**config.mk**
```make
export PLATFORM = sky130hd
export DESIGN_NAME = vpw_link_core
export DESIGN_NICKNAME = d
export VERILOG_FILES = /design/src/verilog/vpw_pkg.sv /design/src/verilog/vpw_crc8.sv /design/src/verilog/vpw_sym_dec.sv /design/src/verilog/vpw_link_core.sv
export SDC_FILE = /design/constraint.sdc
export NUM_CORES = 1
export LEC_CHECK = 0
export BUFFER_PORTS_ARGS = -buffer_cell sky130_fd_sc_hd__buf_4
export CAP_MARGIN = 20
export CORE_MARGIN = 10
export CORE_UTILIZATION = 33
export CTS_BUF_LIST = sky130_fd_sc_hd__clkbuf_8
export CTS_CLUSTER_SIZE = 40
export DETAILED_ROUTE_END_ITERATION = 10
export HOLD_SLACK_MARGIN = 0.03
export SKIP_LAST_GASP = 1
export SYNTH_ARGS = -nofsm -noshare
export SYNTH_HDL_FRONTEND = slang
export SYNTH_HIERARCHICAL = 1
export SYNTH_SLANG_ARGS = --single-unit
```
**constraint.sdc**
```tcl
create_clock -name ref_clk -period 2.9 [get_ports ref_clk]
set_clock_uncertainty 0.1 [all_clocks]
set_input_delay 0.145 -clock ref_clk [delete_from_list [all_inputs] [get_ports ref_clk]]
set_output_delay 0.145 -clock ref_clk [all_outputs]
set_load 0.005 [all_outputs]
```
**src/verilog/vpw_pkg.sv**
```systemverilog
// shared constants, symbol codes and crc step for the vpw byte link controller
package vpw_pkg;
   // clocking: symbol timing resolution is 1 us at the normal rate
   localparam int CLK_HZ = 20_000_000;
   localparam int TICK_NS = 1000;
   localparam int TICK_CYC = (CLK_HZ / 1000) * TICK_NS / 1_000_000;
   localparam int FAST_DIV = 4;
   localparam int FAST_TICK_CYC = TICK_CYC / FAST_DIV;
   localparam int DIV_W = 5;

   // symbol width counter
   localparam int CNT_W = 9;

   // receive thresholds in ticks (active and passive share edges a..d)
   localparam logic [CNT_W-1:0] RX_T_A_US = 9'h022;
   localparam logic [CNT_W-1:0] RX_T_B_US = 9'h060;
   localparam logic [CNT_W-1:0] RX_T_C_US = 9'h0a3;
   localparam logic [CNT_W-1:0] RX_T_D_US = 9'h0ef;
   localparam logic [CNT_W-1:0] RX_IFS_US = 9'h118;
   localparam logic [CNT_W-1:0] RX_BRK_US = 9'h118;

   // transmit nominal symbol widths in ticks
   localparam logic [CNT_W-1:0] TX_SHORT_US = 9'h040;
   localparam logic [CNT_W-1:0] TX_LONG_US = 9'h080;
   localparam logic [CNT_W-1:0] TX_SOF_US = 9'h0c8;
   localparam logic [CNT_W-1:0] TX_EOD_US = 9'h0c8;
   localparam logic [CNT_W-1:0] TX_SETTLE_US = 9'h004;

   // crc
   localparam logic [7:0] CRC_INIT = 8'hff;
   localparam logic [7:0] CRC_POLY = 8'h1d;
   localparam logic [7:0] CRC_RESIDUE = 8'hc4;

   // state vector codes
   localparam logic [7:0] SV_NONE = 8'h00;
   localparam logic [7:0] SV_EOF = 8'h04;
   localparam logic [7:0] SV_TXE = 8'h08;
   localparam logic [7:0] SV_IFR = 8'h0c;
   localparam logic [7:0] SV_RXF = 8'h10;
   localparam logic [7:0] SV_LOA = 8'h14;
   localparam logic [7:0] SV_CRC = 8'h18;
   localparam logic [7:0] SV_INV = 8'h1c;

   typedef enum logic [2:0] {
      SYM_BIT0, SYM_BIT1, SYM_SOF, SYM_INV, SYM_EOD, SYM_EOF, SYM_IDLE, SYM_BRK
   } vpw_sym_t;

   // one serial step of the frame crc, msb first
   function automatic logic [7:0] vpw_crc_step(input logic [7:0] crc, input logic b);
      logic fb;
      fb = crc[7] ^ b;
      vpw_crc_step = {crc[6:0], 1'b0} ^ (fb ? CRC_POLY : 8'h00);
   endfunction : vpw_crc_step
endpackage : vpw_pkg

```
**src/verilog/vpw_crc8.sv**
```systemverilog
// serial frame crc register
`timescale 1ns/1ps
module vpw_crc8 (
   // clock and reset
   input wire logic ref_clk,
   input wire logic rstn,
   // control
   input wire logic clr,
   input wire logic en,
   input wire logic bit_in,
   // result
   output logic [7:0] crc,
   output logic [7:0] crc_nx
);
   import vpw_pkg::*;
   logic [7:0] crc_q;

   assign crc_nx = vpw_crc_step(crc_q, bit_in);
   assign crc = crc_q;

   always_ff @(posedge ref_clk or negedge rstn) begin
      if (!rstn) begin
         crc_q <= CRC_INIT;
      end else if (clr) begin
         crc_q <= CRC_INIT;
      end else if (en) begin
         crc_q <= crc_nx;
      end
   end
endmodule : vpw_crc8

```
**src/verilog/vpw_sym_dec.sv**
```systemverilog
// measures bus pulse widths and classifies received symbols
`timescale 1ns/1ps
module vpw_sym_dec (
   // clock and reset
   input wire logic ref_clk,
   input wire logic rstn,
   // timing and line
   input wire logic tick,
   input wire logic rx_lvl,
   // decoded symbol, one-cycle pulse
   output logic sym_vld,
   output vpw_pkg::vpw_sym_t sym
);
   import vpw_pkg::*;
   logic lvl_q;
   logic [CNT_W-1:0] cnt_q;
   logic vld_q;
   vpw_sym_t sym_q;
   logic edge_seen;

   assign edge_seen = rx_lvl != lvl_q;
   assign sym_vld = vld_q;
   assign sym = sym_q;

   always_ff @(posedge ref_clk or negedge rstn) begin
      if (!rstn) begin
         lvl_q <= 1'b0;
         cnt_q <= '0;
      end else if (edge_seen) begin
         lvl_q <= rx_lvl;
         cnt_q <= '0;
      end else if (tick && cnt_q != '1) begin
         cnt_q <= cnt_q + 9'h001;
      end
   end

   // active pulses classify at their end, break while counting; passive timeouts fire while counting
   always_ff @(posedge ref_clk or negedge rstn) begin
      if (!rstn) begin
         vld_q <= 1'b0;
         sym_q <= SYM_IDLE;
      end else begin
         vld_q <= 1'b0;
         if (edge_seen && lvl_q) begin
            vld_q <= cnt_q < RX_BRK_US;
            if (cnt_q < RX_T_A_US) sym_q <= SYM_INV;
            else if (cnt_q < RX_T_B_US) sym_q <= SYM_BIT1;
            else if (cnt_q < RX_T_C_US) sym_q <= SYM_BIT0;
            else if (cnt_q < RX_T_D_US) sym_q <= SYM_SOF;
            else sym_q <= SYM_INV;
         end else if (edge_seen && cnt_q < RX_T_C_US) begin
            vld_q <= 1'b1;
            if (cnt_q < RX_T_A_US) sym_q <= SYM_INV;
            else if (cnt_q < RX_T_B_US) sym_q <= SYM_BIT0;
            else sym_q <= SYM_BIT1;
         end else if (tick && !edge_seen) begin
            if (lvl_q && cnt_q == RX_BRK_US - 9'h001) begin
               vld_q <= 1'b1;
               sym_q <= SYM_BRK;
            end else if (!lvl_q && cnt_q == RX_T_C_US - 9'h001) begin
               vld_q <= 1'b1;
               sym_q <= SYM_EOD;
            end else if (!lvl_q && cnt_q == RX_T_D_US - 9'h001) begin
               vld_q <= 1'b1;
               sym_q <= SYM_EOF;
            end else if (!lvl_q && cnt_q == RX_IFS_US - 9'h001) begin
               vld_q <= 1'b1;
               sym_q <= SYM_IDLE;
            end
         end
      end
   end
endmodule : vpw_sym_dec

```
**src/verilog/vpw_link_core.sv**
```systemverilog
// vpw link protocol handler: byte buffering, loopback, 4x receive, framing and bus errors
//
// Behaviour
// - completed receive byte is copied to holding register, full flag set (ifr flag instead for bytes after eod)
// - interrupt raised on received byte only when the enable bit is set
// - shift register takes next byte at once; new byte overwrites holding
// - finished transmit byte reloads from holding register; empty flag set in the same cycle
// - receive input comes from transmit output in digital loopback, else bus pin
// - 41.6 Kbps messages received when fast bit set; never transmitted
// - with fast bit clear, fast messages are noise and ignored
// - receive frames of any length; sof, crc and eod handled as usual
// - no maximum transmit length; frame runs while bytes keep coming
// - invalid own bits or misplaced framing stop drive, flag invalid symbol
// - failed receive crc flags crc error, interrupts, waits for end of frame
// - invalid symbol inside a received frame flags invalid symbol
// - eod/eof off byte boundary or active during own eod is framing error
// - bus stuck active blocks transmit until passive and idle
// - undrivable bus gives transmission error; abort until new cpu request
// - temporary faults clear without reset
// - break flags invalid symbol, cleared by vector read; wait idle then sof
// - break symbol is never transmitted
// - break clears fast bit and loads invalid symbol code into vector
// - dominant seen while sending recessive loses arbitration, stop at once
`timescale 1ns/1ps
module vpw_link_core (
   // clock and reset
   input wire logic ref_clk,
   input wire logic rstn,
   // control bits
   input wire logic irq_enable_bit,
   input wire logic digital_loopback_bit,
   input wire logic fast_rx_wr,
   input wire logic fast_rx_wdata,
   // cpu data access
   input wire logic tx_wr,
   input wire logic [7:0] tx_wdata,
   input wire logic rx_rd,
   input wire logic sv_rd,
   // status
   output logic [7:0] rx_data,
   output logic rx_byte_full_flag,
   output logic inframe_resp_rx_flag,
   output logic tx_holding_empty_flag,
   output logic lost_arbitration_flag,
   output logic [7:0] state_vector_reg,
   output logic fast_receive_bit,
   output logic irq,
   // bus
   input wire logic bus_rx_in,
   output logic bus_tx_out
);
   import vpw_pkg::*;

   typedef enum {RX_WAIT_IDLE, RX_IDLE, RX_FRAME, RX_IFR, RX_WAIT_EOF} vpw_rx_st_t;
   typedef enum {TX_IDLE, TX_SOF, TX_BIT, TX_EOD} vpw_tx_st_t;

   function automatic logic [CNT_W-1:0] sym_len(input logic active, input logic b);
      sym_len = (active ^ b) ? TX_LONG_US : TX_SHORT_US;
   endfunction : sym_len

   logic rx_s1_q, rx_s2_q, rx_int;
   logic [DIV_W-1:0] rx_div_q, tx_div_q;
   logic rx_tick, tx_tick;
   logic sym_vld;
   vpw_sym_t sym;
   vpw_rx_st_t rx_st_q;
   vpw_tx_st_t tx_st_q;
   logic [7:0] rx_sh_q, rx_data_q, rx_crc, hold_q, tx_sh_q, tx_crc_nx;
   logic [2:0] rx_cnt_q, tx_bitn_q;
   logic nb_skip_q, idle_q, fast_q, out_q, crc_phase_q, prev_rec_q, hold_full_q;
   logic [CNT_W-1:0] tx_cnt_q, tx_len_q;
   logic rxf_q, ifr_q, txe_q, loa_q, crc_q, inv_q, eof_q, irq_q;
   logic [7:0] sv_q, sv_d;

   // two-flop synchroniser on the bus pin
   always_ff @(posedge ref_clk or negedge rstn) begin
      if (!rstn) begin
         rx_s1_q <= 1'b0;
         rx_s2_q <= 1'b0;
      end else begin
         rx_s1_q <= bus_rx_in;
         rx_s2_q <= rx_s1_q;
      end
   end

   assign rx_int = digital_loopback_bit ? out_q : rx_s2_q;

   // receive tick runs four times faster in fast mode; transmit tick never does
   assign rx_tick = rx_div_q == DIV_W'((fast_q ? FAST_TICK_CYC : TICK_CYC) - 1);
   assign tx_tick = tx_div_q == DIV_W'(TICK_CYC - 1);

   always_ff @(posedge ref_clk or negedge rstn) begin
      if (!rstn) begin
         rx_div_q <= '0;
         tx_div_q <= '0;
      end else begin
         rx_div_q <= rx_tick ? '0 : rx_div_q + 5'h01;
         tx_div_q <= tx_tick ? '0 : tx_div_q + 5'h01;
      end
   end

   vpw_sym_dec u_sym (
      .ref_clk(ref_clk),
      .rstn(rstn),
      .tick(rx_tick),
      .rx_lvl(rx_int),
      .sym_vld(sym_vld),
      .sym(sym)
   );

   // receive event decode
   logic is_bit, in_frame, data_bit, byte_done, brk_ev, sym_err, frame_err, eod_ok, crc_err, eof_ev;
   assign is_bit = sym_vld && (sym == SYM_BIT0 || sym == SYM_BIT1);
   assign in_frame = rx_st_q == RX_FRAME || rx_st_q == RX_IFR;
   assign data_bit = is_bit && (rx_st_q == RX_FRAME || (rx_st_q == RX_IFR && !nb_skip_q));
   assign byte_done = data_bit && rx_cnt_q == 3'h7;
   assign brk_ev = sym_vld && sym == SYM_BRK;
   assign sym_err = in_frame && sym_vld && (sym == SYM_INV || sym == SYM_SOF);
   assign frame_err = in_frame && sym_vld && (sym == SYM_EOD || sym == SYM_EOF) && rx_cnt_q != 3'h0;
   assign eod_ok = rx_st_q == RX_FRAME && sym_vld && sym == SYM_EOD && rx_cnt_q == 3'h0;
   assign crc_err = eod_ok && rx_crc != CRC_RESIDUE;
   assign eof_ev = sym_vld && sym == SYM_EOF && (in_frame || rx_st_q == RX_WAIT_EOF);

   vpw_crc8 u_rx_crc (
      .ref_clk(ref_clk),
      .rstn(rstn),
      .clr(rx_st_q == RX_IDLE),
      .en(data_bit && rx_st_q == RX_FRAME),
      .bit_in(sym == SYM_BIT1),
      .crc(rx_crc),
      .crc_nx()
   );

   // receive state: frames have no length limit, only symbols end them
   always_ff @(posedge ref_clk or negedge rstn) begin
      if (!rstn) begin
         rx_st_q <= RX_WAIT_IDLE;
      end else if (brk_ev) begin
         rx_st_q <= RX_WAIT_IDLE;
      end else if (sym_vld) begin
         unique case (rx_st_q)
            RX_WAIT_IDLE: if (sym == SYM_IDLE) rx_st_q <= RX_IDLE;
            RX_IDLE: if (sym == SYM_SOF) rx_st_q <= RX_FRAME;
            RX_FRAME: begin
               if (sym_err || frame_err || crc_err) rx_st_q <= RX_WAIT_EOF;
               else if (eod_ok) rx_st_q <= RX_IFR;
               else if (sym == SYM_EOF) rx_st_q <= RX_IDLE;
            end
            RX_IFR: begin
               if (sym_err || frame_err) rx_st_q <= RX_WAIT_EOF;
               else if (sym == SYM_EOF) rx_st_q <= RX_IDLE;
            end
            RX_WAIT_EOF: if (sym == SYM_EOF || sym == SYM_IDLE) rx_st_q <= RX_IDLE;
         endcase
      end
   end

   // receive shift register and holding register
   always_ff @(posedge ref_clk or negedge rstn) begin
      if (!rstn) begin
         rx_sh_q <= '0;
         rx_cnt_q <= '0;
         nb_skip_q <= 1'b0;
         rx_data_q <= '0;
      end else begin
         if (rx_st_q == RX_IDLE || eod_ok) begin
            rx_cnt_q <= '0;
            nb_skip_q <= eod_ok;
         end else if (is_bit && rx_st_q == RX_IFR && nb_skip_q) begin
            nb_skip_q <= 1'b0;
         end else if (data_bit) begin
            rx_sh_q <= {rx_sh_q[6:0], sym == SYM_BIT1};
            rx_cnt_q <= rx_cnt_q + 3'h1;
         end
         if (byte_done) rx_data_q <= {rx_sh_q[6:0], sym == SYM_BIT1};
      end
   end

   // bus idle: idle symbol seen, kept through eod and eof, cleared by any other symbol
   always_ff @(posedge ref_clk or negedge rstn) begin
      if (!rstn) begin
         idle_q <= 1'b0;
      end else if (sym_vld) begin
         idle_q <= sym == SYM_IDLE || (idle_q && (sym == SYM_EOD || sym == SYM_EOF));
      end
   end

   // transmit engine
   logic tx_busy, last_bit, load_hold, load_crc, sym_end, tx_start, chk, tx_err_ev, loa_ev, tx_abort, take;
   logic [7:0] nxt_sh;
   assign tx_busy = tx_st_q != TX_IDLE;
   assign tx_start = !tx_busy && tx_tick && hold_full_q && rx_st_q == RX_IDLE && idle_q && !rx_int
      && !fast_q;
   assign last_bit = tx_bitn_q == 3'h7;
   assign load_hold = last_bit && !crc_phase_q && hold_full_q;
   assign load_crc = last_bit && !crc_phase_q && !hold_full_q;
   assign nxt_sh = load_hold ? hold_q : (load_crc ? ~tx_crc_nx : {tx_sh_q[6:0], 1'b0});
   assign sym_end = tx_tick && tx_cnt_q == tx_len_q - 9'h001;
   assign chk = tx_cnt_q >= TX_SETTLE_US && rx_int != out_q;
   // passive while bus is active after our own recessive bit: arbitration lost
   assign loa_ev = chk && !out_q && tx_st_q == TX_BIT && (prev_rec_q || tx_sh_q[7]);
   assign tx_err_ev = chk && ((tx_st_q == TX_EOD)
      || ((tx_st_q == TX_SOF || tx_st_q == TX_BIT) && !loa_ev));
   assign tx_abort = tx_busy && (tx_err_ev || loa_ev || sym_err || frame_err || brk_ev);
   assign take = tx_start || (tx_st_q == TX_BIT && sym_end && load_hold && !tx_abort);

   vpw_crc8 u_tx_crc (
      .ref_clk(ref_clk),
      .rstn(rstn),
      .clr(tx_start),
      .en(tx_st_q == TX_BIT && sym_end && !crc_phase_q),
      .bit_in(tx_sh_q[7]),
      .crc(),
      .crc_nx(tx_crc_nx)
   );

   // symbol widths come from sof, bit and eod only, so no break can be sent
   always_ff @(posedge ref_clk or negedge rstn) begin
      if (!rstn) begin
         tx_st_q <= TX_IDLE;
         out_q <= 1'b0;
         tx_cnt_q <= '0;
         tx_len_q <= TX_SOF_US;
         tx_sh_q <= '0;
         tx_bitn_q <= '0;
         crc_phase_q <= 1'b0;
         prev_rec_q <= 1'b0;
      end else if (tx_abort) begin
         tx_st_q <= TX_IDLE;
         out_q <= 1'b0;
      end else if (tx_start) begin
         tx_st_q <= TX_SOF;
         out_q <= 1'b1;
         tx_cnt_q <= '0;
         tx_len_q <= TX_SOF_US;
         tx_sh_q <= hold_q;
         tx_bitn_q <= '0;
         crc_phase_q <= 1'b0;
         prev_rec_q <= 1'b0;
      end else if (tx_busy && sym_end) begin
         tx_cnt_q <= '0;
         unique case (tx_st_q)
            TX_SOF: begin
               tx_st_q <= TX_BIT;
               out_q <= 1'b0;
               tx_len_q <= sym_len(1'b0, tx_sh_q[7]);
            end
            TX_BIT: begin
               prev_rec_q <= out_q && tx_sh_q[7];
               if (last_bit && crc_phase_q) begin
                  tx_st_q <= TX_EOD;
                  out_q <= 1'b0;
                  tx_len_q <= TX_EOD_US;
               end else begin
                  tx_sh_q <= nxt_sh;
                  tx_bitn_q <= tx_bitn_q + 3'h1;
                  crc_phase_q <= crc_phase_q || load_crc;
                  out_q <= !out_q;
                  tx_len_q <= sym_len(!out_q, nxt_sh[7]);
               end
            end
            TX_EOD: tx_st_q <= TX_IDLE;
            TX_IDLE: tx_st_q <= TX_IDLE;
         endcase
      end else if (tx_busy && tx_tick) begin
         tx_cnt_q <= tx_cnt_q + 9'h001;
      end
   end

   // transmit holding register
   always_ff @(posedge ref_clk or negedge rstn) begin
      if (!rstn) begin
         hold_q <= '0;
         hold_full_q <= 1'b0;
      end else begin
         if (tx_wr) hold_q <= tx_wdata;
         if (tx_wr) hold_full_q <= 1'b1;
         else if (take || tx_abort) hold_full_q <= 1'b0;
      end
   end

   // fast receive bit, cleared by break
   always_ff @(posedge ref_clk or negedge rstn) begin
      if (!rstn) fast_q <= 1'b0;
      else if (brk_ev) fast_q <= 1'b0;
      else if (fast_rx_wr) fast_q <= fast_rx_wdata;
   end

   // sticky status flags: hardware set wins over the clear
   always_ff @(posedge ref_clk or negedge rstn) begin
      if (!rstn) begin
         rxf_q <= 1'b0;
         ifr_q <= 1'b0;
      end else begin
         if (byte_done && rx_st_q == RX_FRAME) rxf_q <= 1'b1;
         else if (rx_rd || (sv_rd && sv_q == SV_RXF)) rxf_q <= 1'b0;
         if (byte_done && rx_st_q == RX_IFR) ifr_q <= 1'b1;
         else if (rx_rd || (sv_rd && sv_q == SV_IFR)) ifr_q <= 1'b0;
      end
   end

   always_ff @(posedge ref_clk or negedge rstn) begin
      if (!rstn) begin
         txe_q <= 1'b1;
         loa_q <= 1'b0;
      end else begin
         if (take || tx_abort) txe_q <= 1'b1;
         else if (tx_wr) txe_q <= 1'b0;
         if (loa_ev && tx_busy) loa_q <= 1'b1;
         else if (sv_rd && sv_q == SV_LOA) loa_q <= 1'b0;
      end
   end

   always_ff @(posedge ref_clk or negedge rstn) begin
      if (!rstn) begin
         crc_q <= 1'b0;
         inv_q <= 1'b0;
         eof_q <= 1'b0;
      end else begin
         if (crc_err) crc_q <= 1'b1;
         else if (sv_rd && sv_q == SV_CRC) crc_q <= 1'b0;
         if (sym_err || frame_err || brk_ev || (tx_busy && tx_err_ev)) inv_q <= 1'b1;
         else if (sv_rd && sv_q == SV_INV) inv_q <= 1'b0;
         if (eof_ev) eof_q <= 1'b1;
         else if (sv_rd && sv_q == SV_EOF) eof_q <= 1'b0;
      end
   end

   // state vector, highest priority source first
   assign sv_d = inv_q ? SV_INV : crc_q ? SV_CRC : loa_q ? SV_LOA : rxf_q ? SV_RXF : ifr_q ? SV_IFR
      : txe_q ? SV_TXE : eof_q ? SV_EOF : SV_NONE;

   always_ff @(posedge ref_clk or negedge rstn) begin
      if (!rstn) begin
         sv_q <= SV_NONE;
         irq_q <= 1'b0;
      end else begin
         sv_q <= sv_d;
         irq_q <= irq_enable_bit && sv_d != SV_NONE;
      end
   end

   assign rx_data = rx_data_q;
   assign rx_byte_full_flag = rxf_q;
   assign inframe_resp_rx_flag = ifr_q;
   assign tx_holding_empty_flag = txe_q;
   assign lost_arbitration_flag = loa_q;
   assign state_vector_reg = sv_q;
   assign fast_receive_bit = fast_q;
   assign irq = irq_q;
   assign bus_tx_out = out_q;
endmodule : vpw_link_core

```
Word-level counts from Yosys, hierarchy flattened:

Index checks and enable logic that the tools add are counted.

* bits in registers: 181

* reductions and logical operators: 139
* mux-type cells: 108
* $add $sub $neg: 8
* magnitude comparators: 6
* equality and inequality tests: 45
* bitwise operators: 9

Operators by type and width (count)
* $mux W32: 13
* $eq A32 B2 Y1 const B: 6
* $eq A32 B3 Y1 const B: 5
* $pmux W32 S5: 1
* $mux W8: 13
* $pmux W32 S3: 1
* $eq A32 B1 Y1 const B: 2
* $logic_not A32 Y1: 2
* $logic_and A1 B1 Y1: 63
* $mux W9: 7
* $mux W3: 19
* $mux W5: 9
* $mux W1: 41
* $eq A32 B4 Y1 const B: 1
* $reduce_bool A2 Y1: 16
* $reduce_bool A32 Y1: 1
* $eq A5 B5 Y1 const B: 5
* $logic_or A1 B1 Y1: 25
* $add A9 B1 Y9 const B: 2
* $eq A3 B3 Y1 const B: 6
* $eq A9 B8 Y1 const B: 2
* $lt A9 B8 Y1 const B: 2
* $pmux W9 S2: 1
* $xor A8 B8 Y8: 2
* 36 further kinds: 70

Logic depth before layout (Yosys ltp):

* depth after elaboration: 21
* gate-level depth with buffers: 10
* depth with buffers taken out: 9

Cells and area by module:

Netlist, hierarchy kept.

By module, submodules not included
* vpw_link_core: cells an instance 555, area an instance 5685.5 um2, seq. area each 2832.7 um2, times used 1
* vpw_sym_dec: cells an instance 103, area an instance 937.1 um2, seq. area each 352.8 um2, times used 1
* vpw_crc8: cells an instance 35, area an instance 464.2 um2, seq. area each 210.2 um2, times used 2

Worst setup path before layout:

Ideal clock, no wire load.

* path type: register to register
* from: register rx_st_q[1]
* to: register tx_sh_q[0]
* arrival time: 2.374 ns
* path slack: 0.300 ns
* required time: 2.675 ns
* buffers on the path: 3
* setup time: 0.125 ns
* stages on the path, launching flop included: 10
* clock period less this slack: 2.600 ns
* path through: dfrtp_1 buf_6 or4b_4 buf_6 nand4b_4 nor3_4 buf_6 a21oi_4 nor3_4 mux2_4

* longest elaborated chain between the ends: 10

Ends and longest elaborated chain
* start: declaration: RTL line vpw_link_core.sv:66 `vpw_rx_st_t rx_st_q;`
* start signal: assignment: RTL line vpw_link_core.sv:137 `rx_st_q <= RX_WAIT_IDLE;`
* start signal: assignment: RTL line vpw_link_core.sv:139 `rx_st_q <= RX_WAIT_IDLE;`
* start signal: assignment: RTL line vpw_link_core.sv:142 `RX_WAIT_IDLE: if (sym == SYM_IDLE) rx_st_q <= RX_IDLE;`
* $eq A32 B3 Y1: RTL line vpw_link_core.sv:114 `assign in_frame = rx_st_q == RX_FRAME || rx_st_q == RX_IFR;`
* $logic_or A1 B1 Y1: RTL line vpw_link_core.sv:114
* $logic_and A1 B1 Y1: RTL line vpw_link_core.sv:118, vpw_link_core.sv:119
* $logic_and A1 B1 Y1, on equally long branches: RTL line vpw_link_core.sv:118, vpw_link_core.sv:119
* $logic_or A1 B1 Y1 / $logic_and A1 B1 Y1 (equally long branches): RTL line vpw_link_core.sv:204, vpw_link_core.sv:119
* $logic_or A1 B1 Y1 (2 in series): RTL line vpw_link_core.sv:204 `assign tx_abort = tx_busy && (tx_err_ev || loa_ev || sym_err || frame_err || brk_ev);`
* $logic_and A1 B1 Y1: RTL line vpw_link_core.sv:204
* $not A1 Y1 (no source line)
* $reduce_and A4 Y1 (no source line)
* end signal: assignment: RTL line vpw_link_core.sv:236 `tx_sh_q <= hold_q;`
* end signal: assignment: RTL line vpw_link_core.sv:255 `tx_sh_q <= nxt_sh;`
* end: declaration: RTL line vpw_link_core.sv:68 `logic [7:0] rx_sh_q, rx_data_q, rx_crc, hold_q, tx_sh_q, tx_crc_nx;`

Parallel ways exist; a longest one is shown, timed or not.
A chain may end at the register's enable or synchronous reset.

Worst setup path after layout:

* from: register rx_st_q[27]
* to: register tx_sh_q[0]

The elaborated chain is that of the path after synthesis.

==> results.env <==
STATUS='completed'
PLACEMENT.SETUP.WORST_SLACK_PS=187.8
GRT_ANTENNA_BEFORE_REPAIR=0
DRT-PASS1-ITER-COUNT=4
CLK-INSERTION-DELAY-LATE_PS=460
TOTAL_OF_ENDPOINTS_WITH_NEGATIVE_SETUP_SLACK_IN_THE_FINAL_REPORT=0
SYNTHTOLAYOUTAREAGROWTH_PCT=16.59
TIMING_WORST_SLEW_PIN_VALUE_PS=677.9
NUM_ANTENNA_CELLS=0
CLOCK_H_TREE_LEVELS=4
PLACEMENT.IO_BUFFERS=35
PWR_DENSITY_CELL_nW_PER_UM2=544.9
MAX_FREQ_GHz=0.3681
AVGVIACOUNTPERCELL=5.063
DP_HPWL_MM=11.25
CTS_MADE_BUFFERS=17
VDD.IR_DROP.WORST_uV=268.3
FIN_NETS=825
CLOCK_PATH_BUFFERS=2
SLEW_VIOLATIONS=0
DRC=0
SYN_AREA_UM2=7521
CRITPATHLAUNCHTYPE='flop'
SYN_AVG_CELL_AREA_UM2=10.39
INITIALDRTVIOLATIONCOUNT=395
NUM_IO_PINS=41
CTS_SETUP_BUFFERS=0
GRT_PASS1_WL_MM=27.92
MOSTFREQUENTLAYOUTCELL='sky130_fd_sc_hd__dfrtp_1'
CLOCK-ROOT-BUFFER='sky130_fd_sc_hd__clkbuf_8'
SLEW-LIMIT-HEADROOM_PCT=54.81
FINALWEIGHTEDCONGESTION=0.8458
CHIP_HEIGHT_UM=171.0
SYNTH_CELLS=724
CLKSLEWWORSTSETUPHOLDPATHS_PS=80
FIRST_GLOBAL_VIAS=5517
WL_PER_CELL_UM=14.91
FINAL-HOLD-VIOLATION-COUNT=0
SETUP-TNS-FINAL_PS=0
GRT_REMAINING_OVERFLOW=0
DIE_W_UM=171.0
TRITONCTS_NUM_SINKS=143
CTS_TREE='yes'
WIRELENGTH_MM=16.20
ROUTED-VIA-COUNT=5498
POST-ROUTE-PERIOD-UTIL_PCT=93.67
WORST-R2R-SETUP-SLACK_PS=180
INITIAL_CORE_UTIL_PCT=33.42
YOSYSWARNINGS=6
HOLDCRITPATHCLASS='in -> async'
WORSTSETUPPATHTYPE='reg -> reg'
TIMING.MAX_CAP.VIOLATIONS=0
WORST_PATH_REQUIRED_PS=3140
FIN_TOTAL_PWR_mW=4.778
SETUP_SLACK_PS=183.5
LARGEST_REG_FLOPS=32
LEAK_PWR_nW=3.994
CP_MAX_FO=8
PERIOD_NEEDED_PS=2716
ROW_COUNT=55
TIMING.CRITICAL_PATH.TO_TYPE='flop'
FINAL_LAYOUT_SIZE_SUFFIX_GT1_SHARE_PCT=19.98
REGMOSTFLOPS='rx_st_q'
FINALCOREUTILIZATION_PCT=38.97
FINAL.HOLD.WORST_SLACK_PS=170.5
ROUTE.ANTENNA.REMAINING_NETS=0
ARRIVAL_PS=2960
CORE_REGION_AREA_UM2=22500
REG.LARGEST.LIST='rx_st_q (32), tx_cnt_q (9), u_sym/cnt_q (9)'
DIEAREA_UM2=29230
RSZ0062_AT_GRT='no'
TRACK_USAGE_PCT=11.64
GRT_START_MAX_NET_PINS=71
FINAL_CELL_MIX='sky130_fd_sc_hd__dfrtp_1, sky130_fd_sc_hd__nand2_1, sky130_fd_sc_hd__buf_4'
[critical path: stages, from the launching register on]
cell	delay, ps
sky130_fd_sc_hd__dfrtp_1	370
sky130_fd_sc_hd__or4_1	540
sky130_fd_sc_hd__nand3b_1	370
sky130_fd_sc_hd__nor3_4	340
sky130_fd_sc_hd__a21oi_4	60
sky130_fd_sc_hd__nor3_4	480
sky130_fd_sc_hd__mux2_4	340
[cell type report]
cell class / instances / area, um^2
multi-input cells: 508 / 3540
inverters: 30 / 112.6
repair buffers: 89 / 768.2
fillers: 2198 / 13730
clock buffers: 18 / 247.7
well taps: 285 / 356.6
flip-flops and latches: 143 / 3606
clock inverters: 13 / 137.6
[final timing paths]
path	start	to	cells after the start
max in group asynchronous	rstn	u_rx_crc/crc[1]$_DFFE_PN1P_	3
hold / removal	rstn	u_sym/cnt_q[7]$_DFFE_PN0P_	2
setup reg to reg	rx_st_q[27]$_DFFE_PN0P_	tx_sh_q[0]$_DFFE_PN0P_	6
setup / recovery	rx_st_q[27]$_DFFE_PN0P_	tx_sh_q[0]$_DFFE_PN0P_	6
hold reg to reg	rx_s1_q$_DFF_PN0_	rx_s2_q$_DFF_PN0_	0
min in group ref_clk	bus_rx_in	rx_s1_q$_DFF_PN0_	2
[power by group]
group / leakage, nW / switching (mW) / internal, mW
clock: 0.203 / 0.786 / 0.785
combinational: 1.98 / 0.473 / 0.435
sequential: 1.81 / 0.160 / 2.14
[routing by layer]
layer | track usage (%) | routed length, um | up-vias
met5 | 0 | 0 | -
met4 | 4.461 | 308 | 0
met3 | 2.512 | 587 | 23
met2 | 18.83 | 7888 | 108
met1 | 14.87 | 7411 | 2677
li1 | - | - | 2690
[per-stage QoR]
step / std cells / instance area [um^2]
6_report: 1086 / 8768
2_1_floorplan: 728 / 7536
4_1_cts: 1086 / 8765
3_3_place_gp: 1028 / 8109
3_5_place_dp: 1028 / 8109
5_1_grt: 1086 / 8768
[repair_timing]
| action | in CTS | in global routing |
|---|---|---|
| setup endpoints to repair | 0 | 4 |
| hold buffers | 27 | 0 |
| hold endpoints to repair | 88 | 0 |
| gates resized for setup | 0 | 1 |
Note: power is estimated with default switching activity, not from simulation.
